[src/lpm_pkg.sv]
// Purpose: shared constants and types of the low-power mode supervisor
// Assumes: 32-bit register words at byte offsets, one system clock
// Notes:   register offsets are byte addresses on the plain register port
package lpm_pkg;

    localparam int PIN_N  = 4;   // dedicated wakeup-capable pins
    localparam int TAMP_N = 2;   // tamper inputs alive in battery mode
    localparam int PER_N  = 9;   // optional peripheral functions
    localparam int IRQ_N  = 9;   // sticky event bits
    localparam int SYNC_N = 2 + TAMP_N + PIN_N + 1;

    // register byte offsets
    localparam logic [7:0] OFF_CTRL     = 8'h00;
    localparam logic [7:0] OFF_PER_EN   = 8'h04;
    localparam logic [7:0] OFF_WAKE     = 8'h08;
    localparam logic [7:0] OFF_IO_CFG   = 8'h0c;
    localparam logic [7:0] OFF_STATUS   = 8'h10;
    localparam logic [7:0] OFF_IRQ_STAT = 8'h14;
    localparam logic [7:0] OFF_IRQ_MASK = 8'h18;

    // peripheral enable bit positions
    localparam int P_SERIAL = 0;
    localparam int P_I2C1   = 1;
    localparam int P_I2C2   = 2;
    localparam int P_I2C3   = 3;
    localparam int P_LPT1   = 4;
    localparam int P_LPT2   = 5;
    localparam int P_WDG    = 6;
    localparam int P_COMP   = 7;
    localparam int P_RNG    = 8;

    // sticky event bit positions
    localparam int IRQ_SERIAL = 0;
    localparam int IRQ_I2C    = 1;
    localparam int IRQ_LPTIM  = 2;
    localparam int IRQ_COMP   = 3;
    localparam int IRQ_WDG    = 4;
    localparam int IRQ_WKPIN  = 5;
    localparam int IRQ_RTC    = 6;
    localparam int IRQ_TAMPER = 7;
    localparam int IRQ_VBAT   = 8;

    // low-power target selection
    localparam logic [2:0] LPS_SLEEP = 3'h0;
    localparam logic [2:0] LPS_STOP0 = 3'h1;
    localparam logic [2:0] LPS_STOP1 = 3'h2;
    localparam logic [2:0] LPS_STOP2 = 3'h3;
    localparam logic [2:0] LPS_STBY  = 3'h4;
    localparam logic [2:0] LPS_SHDN  = 3'h5;

    // serial receiver wake event selection
    localparam logic [1:0] SER_START = 2'h0;
    localparam logic [1:0] SER_ADDR  = 2'h1;
    localparam logic [1:0] SER_FRAME = 2'h2;

    typedef struct packed {
        logic [1:0] serial_sel;
        logic       io_release;
        logic       hsi_on;
        logic       charge_en;
        logic       sram2_retain_bit;
        logic       vos_range1;
        logic       sram_gate;
        logic       flash_pd;
        logic       lprun;
        logic [2:0] lp_sel;
    } lpm_ctrl_t;

    typedef struct packed {
        logic [2*PIN_N-1:0] shdn_pull;
        logic [2*PIN_N-1:0] stby_pull;
    } lpm_io_cfg_t;

    typedef struct packed {
        logic [2:0] serial;  // start, address match, frame
        logic [2:0] i2c;     // address match per interface
        logic [1:0] lptim;
        logic       comp;
        logic       wdg;
    } lpm_evt_t;

    typedef enum logic [3:0] {
        ST_RUN, ST_LPRUN, ST_SLEEP, ST_LPSLEEP, ST_STOP0,
        ST_STOP1, ST_STOP2, ST_STBY, ST_SHDN, ST_VBAT
    } lpm_state_t;

    localparam lpm_ctrl_t   CTRL_RST = 13'h0040; // range 1 after reset
    localparam logic [PER_N-1:0] PER_RST = '0;
    localparam logic [2*PIN_N-1:0] WAKE_RST = '0;
    localparam lpm_io_cfg_t IO_RST   = '0;
    localparam logic [IRQ_N-1:0] IRQ_RST = '0;

endpackage : lpm_pkg

[src/lpm_supervisor.sv]
// Purpose: low-power mode supervisor: gating, wakeup, retention, battery mode
// Assumes: pins and other-domain levels pass a two-flop synchroniser
// Notes:   registers on a plain port, read data one cycle after the strobe
//
// Strobed register access and the register addresses were left to the implementer.
`timescale 1ns/1ps
module lpm_supervisor
    import lpm_pkg::*;
(
    input  wire logic              clock_i,
    input  wire logic              rst_n_i,
    input  wire logic [7:0]        addr_i,
    input  wire logic [31:0]       wdata_i,
    input  wire logic              wr_i,
    input  wire logic              rd_i,
    output logic [31:0]            rdata_o,
    input  wire logic              core_wfi_i,
    input  wire logic              core_irq_i,
    input  wire lpm_pkg::lpm_evt_t evt_i,
    input  wire logic [PER_N-1:0]  hsi_req_i,
    input  wire logic [PIN_N-1:0]  wakeup_pin_i,
    input  wire logic [TAMP_N-1:0] tamper_i,
    input  wire logic              rtc_evt_i,
    input  wire logic              vdd_ok_i,
    input  wire logic              rst_src_int_i,
    output lpm_pkg::lpm_state_t    state_o,
    output logic [PER_N-1:0]       per_en_o,
    output logic [PER_N-1:0]       hsi_feed_o,
    output logic                   hsi_on_o,
    output logic                   flash_pd_o,
    output logic                   sram_clk_en_o,
    output logic                   sram2_power_o,
    output logic                   charge_en_o,
    output logic                   msi4_sel_o,
    output logic                   io_analog_o,
    output logic                   io_pull_apply_o,
    output logic [2*PIN_N-1:0]     io_pull_o,
    output logic                   rst_pullup_o,
    output logic                   irq_o
);
    import lpm_pkg::*;

    ////////////////////////////////////////////////////////////////////
    // mode availability of each optional function
    function automatic logic avail(input lpm_state_t s, input int p, input logic r1);
        logic act;
        logic stop01;
        act    = (s == ST_RUN) || (s == ST_LPRUN) || (s == ST_SLEEP) || (s == ST_LPSLEEP);
        stop01 = (s == ST_STOP0) || (s == ST_STOP1);
        unique case (p)
            P_SERIAL, P_I2C3, P_LPT1, P_LPT2, P_COMP:
                avail = act || stop01 || (s == ST_STOP2);
            P_I2C1, P_I2C2: avail = act || stop01;
            P_WDG:  avail = act || stop01 || (s == ST_STOP2) || (s == ST_STBY);
            P_RNG:  avail = ((s == ST_RUN) || (s == ST_SLEEP)) && r1;
            default: avail = 1'b0;
        endcase
    endfunction : avail

    ////////////////////////////////////////////////////////////////////
    // synchronisers for pins and other-domain levels
    localparam logic [SYNC_N-1:0] SYNC_RST = {1'b1, {(SYNC_N-1){1'b0}}};
    logic [SYNC_N-1:0] sync1_q;
    logic [SYNC_N-1:0] sync2_q;
    logic [PIN_N-1:0]  pin_prev_q;

    always_ff @(posedge clock_i or negedge rst_n_i) begin
        if (!rst_n_i) begin
            sync1_q    <= SYNC_RST;
            sync2_q    <= SYNC_RST;
            pin_prev_q <= '0;
        end else begin
            sync1_q    <= {vdd_ok_i, rst_src_int_i, tamper_i, wakeup_pin_i, rtc_evt_i};
            sync2_q    <= sync1_q;
            pin_prev_q <= sync2_q[PIN_N:1];
        end
    end

    wire logic              vdd_s = sync2_q[SYNC_N-1];
    wire logic              rsrc_s = sync2_q[SYNC_N-2];
    wire logic [TAMP_N-1:0] tamp_s = sync2_q[PIN_N+TAMP_N:PIN_N+1];
    wire logic [PIN_N-1:0]  pin_s = sync2_q[PIN_N:1];
    wire logic              rtc_s = sync2_q[0];

    ////////////////////////////////////////////////////////////////////
    // registers
    lpm_ctrl_t          ctrl_q;
    logic [PER_N-1:0]   per_q;
    logic [2*PIN_N-1:0] wake_q;   // [PIN_N-1:0] enable, upper half falling edge
    lpm_io_cfg_t        io_q;
    logic [IRQ_N-1:0]   stat_q;
    logic [IRQ_N-1:0]   mask_q;
    lpm_state_t         state_q;
    lpm_state_t         state_d;

    wire logic wr_ctrl = wr_i && (addr_i == OFF_CTRL);
    wire logic wr_per  = wr_i && (addr_i == OFF_PER_EN);
    wire logic wr_wake = wr_i && (addr_i == OFF_WAKE);
    wire logic wr_io   = wr_i && (addr_i == OFF_IO_CFG);
    wire logic wr_stat = wr_i && (addr_i == OFF_IRQ_STAT);
    wire logic wr_mask = wr_i && (addr_i == OFF_IRQ_MASK);

    ////////////////////////////////////////////////////////////////////
    // wakeup sources
    wire logic [PIN_N-1:0] pin_rise = pin_s & ~pin_prev_q;
    wire logic [PIN_N-1:0] pin_fall = ~pin_s & pin_prev_q;
    wire logic [PIN_N-1:0] pin_edge = (wake_q[2*PIN_N-1:PIN_N] & pin_fall)
                                    | (~wake_q[2*PIN_N-1:PIN_N] & pin_rise);
    wire logic pin_wake = |(pin_edge & wake_q[PIN_N-1:0]);

    // serial receiver event chosen by configuration
    wire logic ser_evt = (ctrl_q.serial_sel == SER_START) ? evt_i.serial[0] :
                         (ctrl_q.serial_sel == SER_ADDR)  ? evt_i.serial[1] :
                         (ctrl_q.serial_sel == SER_FRAME) ? evt_i.serial[2] : 1'b0;

    // a function wakes only while enabled and available in the current mode
    logic [PER_N-1:0] live;
    always_comb begin
        for (int p = 0; p < PER_N; p++) begin
            live[p] = per_q[p] && avail(state_q, p, ctrl_q.vos_range1);
        end
    end

    wire logic w_ser  = live[P_SERIAL] && ser_evt;
    wire logic w_i2c  = |(live[P_I2C3:P_I2C1] & evt_i.i2c);
    wire logic w_lpt  = |(live[P_LPT2:P_LPT1] & evt_i.lptim);
    wire logic w_comp = live[P_COMP] && evt_i.comp;
    wire logic w_wdg  = live[P_WDG] && evt_i.wdg;
    wire logic w_rtc  = rtc_s || (|tamp_s);
    wire logic stop_wake = w_ser || w_i2c || w_lpt || w_comp || w_wdg || w_rtc;
    wire logic stby_wake = pin_wake || w_wdg || w_rtc;
    wire logic shdn_wake = pin_wake || w_rtc;
    wire logic in_stop   = (state_q == ST_STOP0) || (state_q == ST_STOP1)
                         || (state_q == ST_STOP2);
    wire logic run_state = state_q == (ctrl_q.lprun ? ST_LPRUN : ST_RUN);

    ////////////////////////////////////////////////////////////////////
    // power mode sequencing
    always_comb begin
        state_d = state_q;
        if (!vdd_s) begin
            state_d = ST_VBAT;
        end else begin
            unique case (state_q)
                ST_RUN, ST_LPRUN: begin
                    if (core_wfi_i) begin
                        unique case (ctrl_q.lp_sel)
                            LPS_STOP0: state_d = ST_STOP0;
                            LPS_STOP1: state_d = ST_STOP1;
                            LPS_STOP2: state_d = ST_STOP2;
                            LPS_STBY:  state_d = ST_STBY;
                            LPS_SHDN:  state_d = ST_SHDN;
                            default:   state_d = ctrl_q.lprun ? ST_LPSLEEP : ST_SLEEP;
                        endcase
                    end else begin
                        state_d = ctrl_q.lprun ? ST_LPRUN : ST_RUN;
                    end
                end
                ST_SLEEP:   if (core_irq_i) state_d = ST_RUN;
                ST_LPSLEEP: if (core_irq_i) state_d = ST_LPRUN;
                ST_STOP0, ST_STOP1, ST_STOP2: if (stop_wake) state_d = ST_RUN;
                ST_STBY:    if (stby_wake) state_d = ST_RUN;
                ST_SHDN:    if (shdn_wake) state_d = ST_RUN;
                ST_VBAT:    state_d = ST_RUN;  // only supply return leaves
            endcase
        end
    end

    ////////////////////////////////////////////////////////////////////
    // output decode
    wire logic sleepish = (state_q == ST_SLEEP) || (state_q == ST_LPSLEEP);
    wire logic awake    = run_state || (state_q == ST_RUN) || (state_q == ST_LPRUN);
    wire logic deep     = (state_q == ST_STBY) || (state_q == ST_SHDN) || (state_q == ST_VBAT);
    wire logic [PER_N-1:0] feed_d = in_stop ? (hsi_req_i & live) : '0;
    wire logic flash_pd_d = (awake || sleepish) ? ctrl_q.flash_pd : 1'b1;
    wire logic sram_clk_d = sleepish ? !ctrl_q.sram_gate : !deep;
    wire logic sram2_pw_d = (state_q == ST_STBY) ? ctrl_q.sram2_retain_bit
                                                 : !deep;
    wire logic apply_d    = (state_q == ST_STBY) || (state_q == ST_SHDN);
    wire logic [2*PIN_N-1:0] pull_d = (state_q == ST_STBY) ? io_q.stby_pull :
                                      (state_q == ST_SHDN) ? io_q.shdn_pull : '0;
    wire logic shdn_exit  = (state_q == ST_SHDN) && (state_d != ST_SHDN);

    // sticky event sources
    logic [IRQ_N-1:0] ev;
    always_comb begin
        ev             = '0;
        ev[IRQ_SERIAL] = w_ser;
        ev[IRQ_I2C]    = w_i2c;
        ev[IRQ_LPTIM]  = w_lpt;
        ev[IRQ_COMP]   = w_comp;
        ev[IRQ_WDG]    = w_wdg;
        ev[IRQ_WKPIN]  = pin_wake && deep;
        ev[IRQ_RTC]    = rtc_s;
        ev[IRQ_TAMPER] = |tamp_s;
        ev[IRQ_VBAT]   = (state_d == ST_VBAT) && (state_q != ST_VBAT);
    end
    wire logic [IRQ_N-1:0] stat_d = ev | (stat_q & ~(wr_stat ? wdata_i[IRQ_N-1:0] : '0));

    // read mux
    logic [31:0] rd_d;
    always_comb begin
        unique case (addr_i)
            OFF_CTRL:     rd_d = 32'(ctrl_q);
            OFF_PER_EN:   rd_d = 32'(per_q);
            OFF_WAKE:     rd_d = 32'(wake_q);
            OFF_IO_CFG:   rd_d = 32'(io_q);
            OFF_STATUS:   rd_d = {26'h0, vdd_s, rsrc_s, state_q};
            OFF_IRQ_STAT: rd_d = 32'(stat_q);
            OFF_IRQ_MASK: rd_d = 32'(mask_q);
            default:      rd_d = 32'h0;
        endcase
    end

    ////////////////////////////////////////////////////////////////////
    // software registers
    always_ff @(posedge clock_i or negedge rst_n_i) begin
        if (!rst_n_i) begin
            ctrl_q <= CTRL_RST;
            per_q  <= PER_RST;
            wake_q <= WAKE_RST;
            io_q   <= IO_RST;
            stat_q <= IRQ_RST;
            mask_q <= IRQ_RST;
        end else begin
            if (wr_ctrl) ctrl_q <= lpm_ctrl_t'(wdata_i[12:0]);
            if (wr_per)  per_q  <= wdata_i[PER_N-1:0];
            if (wr_wake) wake_q <= wdata_i[2*PIN_N-1:0];
            if (wr_mask) mask_q <= wdata_i[IRQ_N-1:0];
            if (shdn_exit) begin
                io_q.shdn_pull <= '0;
            end else if (wr_io) begin
                io_q <= lpm_io_cfg_t'(wdata_i[4*PIN_N-1:0]);
            end
            stat_q <= stat_d;  // a new event wins over a clear
        end
    end

    // state and registered outputs
    always_ff @(posedge clock_i or negedge rst_n_i) begin
        if (!rst_n_i) begin
            state_q         <= ST_RUN;
            per_en_o        <= '0;
            hsi_feed_o      <= '0;
            hsi_on_o        <= 1'b0;
            flash_pd_o      <= 1'b0;
            sram_clk_en_o   <= 1'b1;
            sram2_power_o   <= 1'b1;
            charge_en_o     <= 1'b0;
            msi4_sel_o      <= 1'b1;
            io_analog_o     <= 1'b1;
            io_pull_apply_o <= 1'b0;
            io_pull_o       <= '0;
            rst_pullup_o    <= 1'b1;
            irq_o           <= 1'b0;
            rdata_o         <= 32'h0;
        end else begin
            state_q         <= state_d;
            per_en_o        <= live;
            hsi_feed_o      <= feed_d;
            hsi_on_o        <= (|feed_d) || (awake && ctrl_q.hsi_on);
            flash_pd_o      <= flash_pd_d;
            sram_clk_en_o   <= sram_clk_d;
            sram2_power_o   <= sram2_pw_d;
            charge_en_o     <= ctrl_q.charge_en && vdd_s;
            msi4_sel_o      <= shdn_exit || (msi4_sel_o && !wr_ctrl);
            io_analog_o     <= !ctrl_q.io_release;
            io_pull_apply_o <= apply_d;
            io_pull_o       <= pull_d;
            rst_pullup_o    <= !rsrc_s;
            irq_o           <= |(stat_d & mask_q);
            rdata_o         <= rd_i ? rd_d : 32'h0;
        end
    end
    assign state_o = state_q;
endmodule : lpm_supervisor

[config.mk]
export PLATFORM = sky130hd
export DESIGN_NAME = lpm_supervisor
export DESIGN_NICKNAME = d
export VERILOG_FILES = /design/src/lpm_pkg.sv /design/src/lpm_supervisor.sv
export SDC_FILE = /design/constraint.sdc
export NUM_CORES = 1
export LEC_CHECK = 0
export BUFFER_PORTS_ARGS = -buffer_cell sky130_fd_sc_hd__buf_2
export CAP_MARGIN = 10
export CORE_MARGIN = 10
export CORE_UTILIZATION = 35
export DETAILED_ROUTE_END_ITERATION = 16
export SKIP_CTS_REPAIR_TIMING = 1
export SLEW_MARGIN = 20
export SYNTH_ARGS = -nofsm -noshare
export SYNTH_HDL_FRONTEND = slang
export SYNTH_SLANG_ARGS = --single-unit
[constraint.sdc]
create_clock -name clock_i -period 6.5 [get_ports clock_i]
set_input_delay 0.325 -clock clock_i [delete_from_list [all_inputs] [get_ports clock_i]]
set_output_delay 0.325 -clock clock_i [all_outputs]
set_load 0.005 [all_outputs]
# Yosys cells after proc, flatten, opt, wreduce, memory -nomap -nowiden
# Index checks and enable logic that the tools add are counted.
dict set report totals {
  reg_bits 158
  inputBits 74
  out_inout_bits 72
}
dict set report op_classes {
  n_eq_ne 26
  mux 25
  bitwise_logic 17
  n_reduce_logical 69
}
# cell count
set ops {}
lappend ops {{case mux 16 bit (7 select lines)} 1}
lappend ops {{2-to-1 mux 32 bit} 1}
lappend ops {{2-to-1 mux 4 bit} 7}
lappend ops {{case mux 4 bit (7 select lines)} 1}
lappend ops {{AND 9 bit} 3}
lappend ops {{logical OR 1 bit} 26}
lappend ops {{logical AND 1 bit} 25}
lappend ops {{== test 8 x 5 -> 1 bit, second input constant} 3}
lappend ops {{2-to-1 mux 8 bit} 3}
lappend ops {{AND 4 bit} 5}
lappend ops {{case mux 4 bit (5 select lines)} 1}
lappend ops {{2-to-1 mux 9 bit} 2}
lappend ops {{OR reduction 9 bit} 2}
lappend ops {{== test 4 x 3 -> 1 bit, second input constant} 4}
lappend ops {{== test 8 x 4 -> 1 bit, second input constant} 2}
lappend ops {{2-to-1 mux 16 bit} 1}
lappend ops {{== test 4 bit, second input constant} 3}
lappend ops {{inverter 4 bit} 3}
lappend ops {{inverter 9 bit} 1}
lappend ops {{OR 9 bit} 1}
lappend ops {{== test 4 x 2 -> 1 bit, second input constant} 2}
lappend ops {{== test 8 x 3 -> 1 bit, second input constant} 1}
lappend ops {{logical NOT 8 bit} 1}
lappend ops {{2-to-1 mux 1 bit} 8}
lappend ops {{20 further kinds} 30}

# Logic depth before layout (Yosys ltp)
dict set report depth {
  word_depth 22
  ltp_mapped 10
  mapped_depth_nobuf 9
}

# Worst setup path after synthesis
# No wires, ideal clock.
dict set report synth_timing {
  kind {register -> register}
  from {register ctrl_q[2] in the netlist's numbering}
  to {register io_q[10] in the netlist's numbering}
  t_arrival_ns 1.902
  t_required_ns 6.368
  setup_slack_ns 4.466
  stages_incl_launch_ff 10
  path_buffers 1
  synth_period_minus_slack_ns 2.034
  path_cell_list {dfrtp_1 buf_2 inv_1 ha_1 inv_1 o221a_2 o31ai_1 a21oi_2 a31oi_4 a21oi_1}
}
dict set report synth_via {
  elab_chain_len 8
  elab_cells_between_ends 13
  classes_between {6 x eq/ne; 5 x mux; 2 x reduce/logical}
}
# element line
set synth_lines {}
lappend synth_lines {{start: declaration} lpm_supervisor.sv:87} ;# lpm_ctrl_t ctrl_q;
lappend synth_lines {{start signal: assignment} lpm_supervisor.sv:226} ;# if (wr_ctrl) ctrl_q <= lpm_ctrl_t'(wdata_i[12:0]);
lappend synth_lines {{== test 3 bit (tied with other cells)} lpm_supervisor.sv:147} ;# unique case (ctrl_q.lp_sel)
lappend synth_lines {{case mux 4 bit (5 select lines) *} lpm_supervisor.sv:147}
lappend synth_lines {{2-to-1 mux 4 bit *} lpm_supervisor.sv:146} ;# if (core_wfi_i) begin
lappend synth_lines {{case mux 4 bit (7 select lines) *} lpm_supervisor.sv:144} ;# unique case (state_q)
lappend synth_lines {{2-to-1 mux 4 bit *} lpm_supervisor.sv:141} ;# if (!vdd_s) begin
lappend synth_lines {{!= test 4 bit *} lpm_supervisor.sv:182} ;# wire logic shdn_exit = (state_q == ST_SHDN) && (state_d != ST_SHDN);
lappend synth_lines {{logical AND 1 bit *} lpm_supervisor.sv:182}
lappend synth_lines {{2-to-1 mux 8 bit or nonzero test 2 bit (tied branches)} --}
lappend synth_lines {{end signal: assignment} lpm_supervisor.sv:233} ;# io_q <= lpm_io_cfg_t'(wdata_i[4*PIN_N-1:0]);
lappend synth_lines {{end: declaration} lpm_supervisor.sv:90} ;# lpm_io_cfg_t io_q;
# Every way passes the cells marked *; elsewhere a longest branch is shown, timed or not.
# A chain may end at the register's enable or synchronous reset.

# Worst setup path in the final report
dict set report layout_timing {
  from {register ctrl_q[2] in the netlist's numbering}
  to {register io_q[11] in the netlist's numbering}
}
# Same word-level chain as after synthesis.

==> flow_metrics.env <==
export IMPL_violations="negative hold slack"
export IMPL_ant_nets=0
export IMPL_synth_ff_type="dfrtp_1"
export IMPL_dp_cells=840
export IMPL_finalSetupViolCount=0
export IMPL_worstPathRequired_ns=6.78
export IMPL_diodes=0
export IMPL_design_area_sq_um=7577
export IMPL_die_area_sq_um=23790
export IMPL_ys_seq_elements=142
export IMPL_die_w_um=154.2
export IMPL_async_reset_ff_share_pct=100.0
export IMPL_grt_max_degree=94
export IMPL_status="finished with violations"
export IMPL_synthesis_area_sq_um=6306
export IMPL_synth_edf_count=0
export IMPL_clockRootBuffer="clkbuf_16"
export IMPL_drtIter0Drc=472
export IMPL_num_rows=49
export IMPL_grt_overflow_total=0
export IMPL_ioPinCount=146
export IMPL_initial_utilization_pct=35.35
export IMPL_avgSynthCellArea_sq_um=12.10
export IMPL_worst_pin_slew_ns=0.8416
export IMPL_leakage_nw=3.599
export IMPL_firstDrtPassIters=6
export IMPL_cts_sinks=142
export IMPL_criticalPathCategory="flop to flop"
export IMPL_grt_pass1_wl_um=28590
export IMPL_worstPathMaxFanout=10
export IMPL_final_util_pct=42.47
export IMPL_htree_num_levels=4
export IMPL_fmax_mhz=378.1
export IMPL_cts_tree="built"
export IMPL_cts_buffers=17
export IMPL_drive_gt1_share_pct=33.02
export IMPL_core_area_sq_um=17840
export IMPL_wirelength_um=18750
export IMPL_critPathLaunchType="flop"
export IMPL_clk_pin_slew_ns=0.06
export IMPL_final_setup_tns_ns=0
export IMPL_grt_usage_pct=15.30
export IMPL_synth_cells=521
export IMPL_synth_warnings=0
export IMPL_die_h_um=154.2
export IMPL_clock_skew_ns=0.009639
export IMPL_grt_pass1_vias=4961
export IMPL_max_slew_margin_pct=43.63
export IMPL_clk_path_buf_depth=2
export IMPL_hold_ws_ns=-0.01905
export IMPL_placed_area_sq_um=6979
export IMPL_cp_end_kind="flop"
export IMPL_rsz0062_at_grt="false"
export IMPL_vias_per_cell=5.515
export IMPL_gp_congestion=0.8483
export IMPL_layout_nets=710
export IMPL_num_vias=4837
export IMPL_cap_violations=0
export IMPL_drc=0
export IMPL_powerDensity_nw_per_um2=269.1
export IMPL_report_final_slew_viol_count=0
export IMPL_min_period_ns=2.645
export IMPL_arrival_ns=2.92
export IMPL_synth_seq_area_share_pct=56.51
export IMPL_hold_violations=10
export IMPL_hp_class="primary input to asynchronous set/reset pin"
export IMPL_fin_crit_sh_pct=40.68
export IMPL_stdcell_count=877
export IMPL_routedWlPerCell_um=21.38
export IMPL_vdd_ir_drop_max_mv=0.1881
export IMPL_hpwl_um=13600
export IMPL_portBuffers=112
export IMPL_area_growth_pct=20.16
export IMPL_yosysUniqueCellTypes=65
export IMPL_antenna_found_initial=2
export IMPL_clk_latency_ns=0.42
==> sequential cells by signal, summed over array words and instances (netlist names), 4 cells and up <==
signal      cells
rdata_o        16
stat_q          9
sync1_q         9
hsi_feed_o      9
sync2_q         9
per_en_o        9
pin_prev_q      4
ctrl_q         13
state_o         4
wake_q          8
per_q           9
io_q           16
io_pull_o       8
mask_q          9
==> per-stage QoR <==
| step | power (mW) | setup slack, ns |
|---|---|---|
| after global placement | 1.140 | 3.660 |
| after detailed placement | 1.147 | 3.565 |
| after global routing | 2.118 | 3.689 |
| after CTS | 2.053 | 3.544 |
| after floorplan | 1.064 | 4.466 |
| final | 2.039 | 3.855 |
==> cell usage after synthesis (11+ instances only) <==
master | n | share of area (%)
dfrtp_1 | 134 | 53
mux2_2 | 45 | 8.0
nand2_1 | 33 | 2.0
a21oi_1 | 23 | 1.8
buf_4 | 21 | 2.5
and2_1 | 20 | 2.0
and3_1 | 20 | 2.0
nand3_1 | 20 | 1.6
o21ai_0 | 16 | 1.3
nor2_1 | 14 | 0.83
a22o_1 | 13 | 1.8
a221oi_1 | 12 | 1.7
a22oi_1 | 12 | 1.4
a222oi_1 | 11 | 1.7
==> final cells by class <==
cell class / count / area [sq um]
fill: 1659 / 10260
sequential: 142 / 3563
multi-input combinational: 348 / 2524
timing repair buffer: 119 / 631.9
clock buffer: 23 / 457.9
tap: 229 / 286.5
clock inverter: 9 / 87.58
inverter: 7 / 26.28
==> metal layers <==
layer  wire length [um]  vias up  GRT usage (%)
met5                 21        -              0
met4                540        4          6.433
met3               1092       45          3.799
met2               9330      214          25.29
met1               7761     2435          18.60
li1                   -     2139              -
==> where the power goes <==
part | switching, mW | leakage (nW) | internal (mW)
registers | 0.0394 | 1.82 | 0.928
logic | 0.100 | 1.51 | 0.0685
clock network | 0.365 | 0.266 | 0.538
==> cells by family (layout without fill, tap and decap cells) <==
group / after synthesis / after routing / share of synthesized area (%)
compound gates: 121 / 121 / 14.41
buf+inv: 47 / 158 / 4.464
xor+xnor: 1 / 1 / 0.1389
fa+ha+maj: 1 / 1 / 0.1984
simple gates: 158 / 158 / 15.40
other cells: 1 / 17 / 0.05947
mux: 50 / 50 / 8.829
flops: 142 / 142 / 56.51
==> worst max-delay path, stage by stage (launching register included) <==
cell	delay, ns
dfrtp_1	0.52
inv_1	0.12
ha_1	0.34
inv_1	0.08
o221a_2	0.29
o31ai_1	0.43
a21oi_2	0.24
a31oi_4	0.39
a21oi_1	0.08
==> placed cells by master (no fill, tap or decap), types with 8 or more instances in the layout <==
cell type	netlist	final
a221oi_1	12	12
mux2_2	45	45
o21ai_0	16	16
and2_1	20	20
nor2b_1	8	8
dfrtp_1	134	134
a21oi_1	23	23
a22oi_1	12	12
nor2_1	14	13
nand2_1	33	33
a22o_1	13	13
nand3_1	20	20
dfstp_2	8	8
a222oi_1	11	11
o211ai_1	8	8
clkbuf_16	0	17
conb_1	1	17
and3_1	20	20
buf_2	7	111
==> final timing paths <==
| path | to | depth (start not counted) | from | slack (ns) |
|---|---|---|---|---|
| min reg2reg | sync2_q[5] | 0 | sync1_q[5] | 0.35 |
| max | io_q[11] | 8 | ctrl_q[2] | 3.86 |
| max reg2reg | io_q[11] | 8 | ctrl_q[2] | 3.86 |
| min in group clock_i | sync1_q[6] | 1 | tamper_i[1] | 0.01 |
| max in group asynchronous | per_q[8] | 2 | rst_n_i | 5.33 |
| min | hsi_feed_o[8] | 1 | rst_n_i | -0.02 |
No activity file was read; power rests on OpenSTA's default activity.
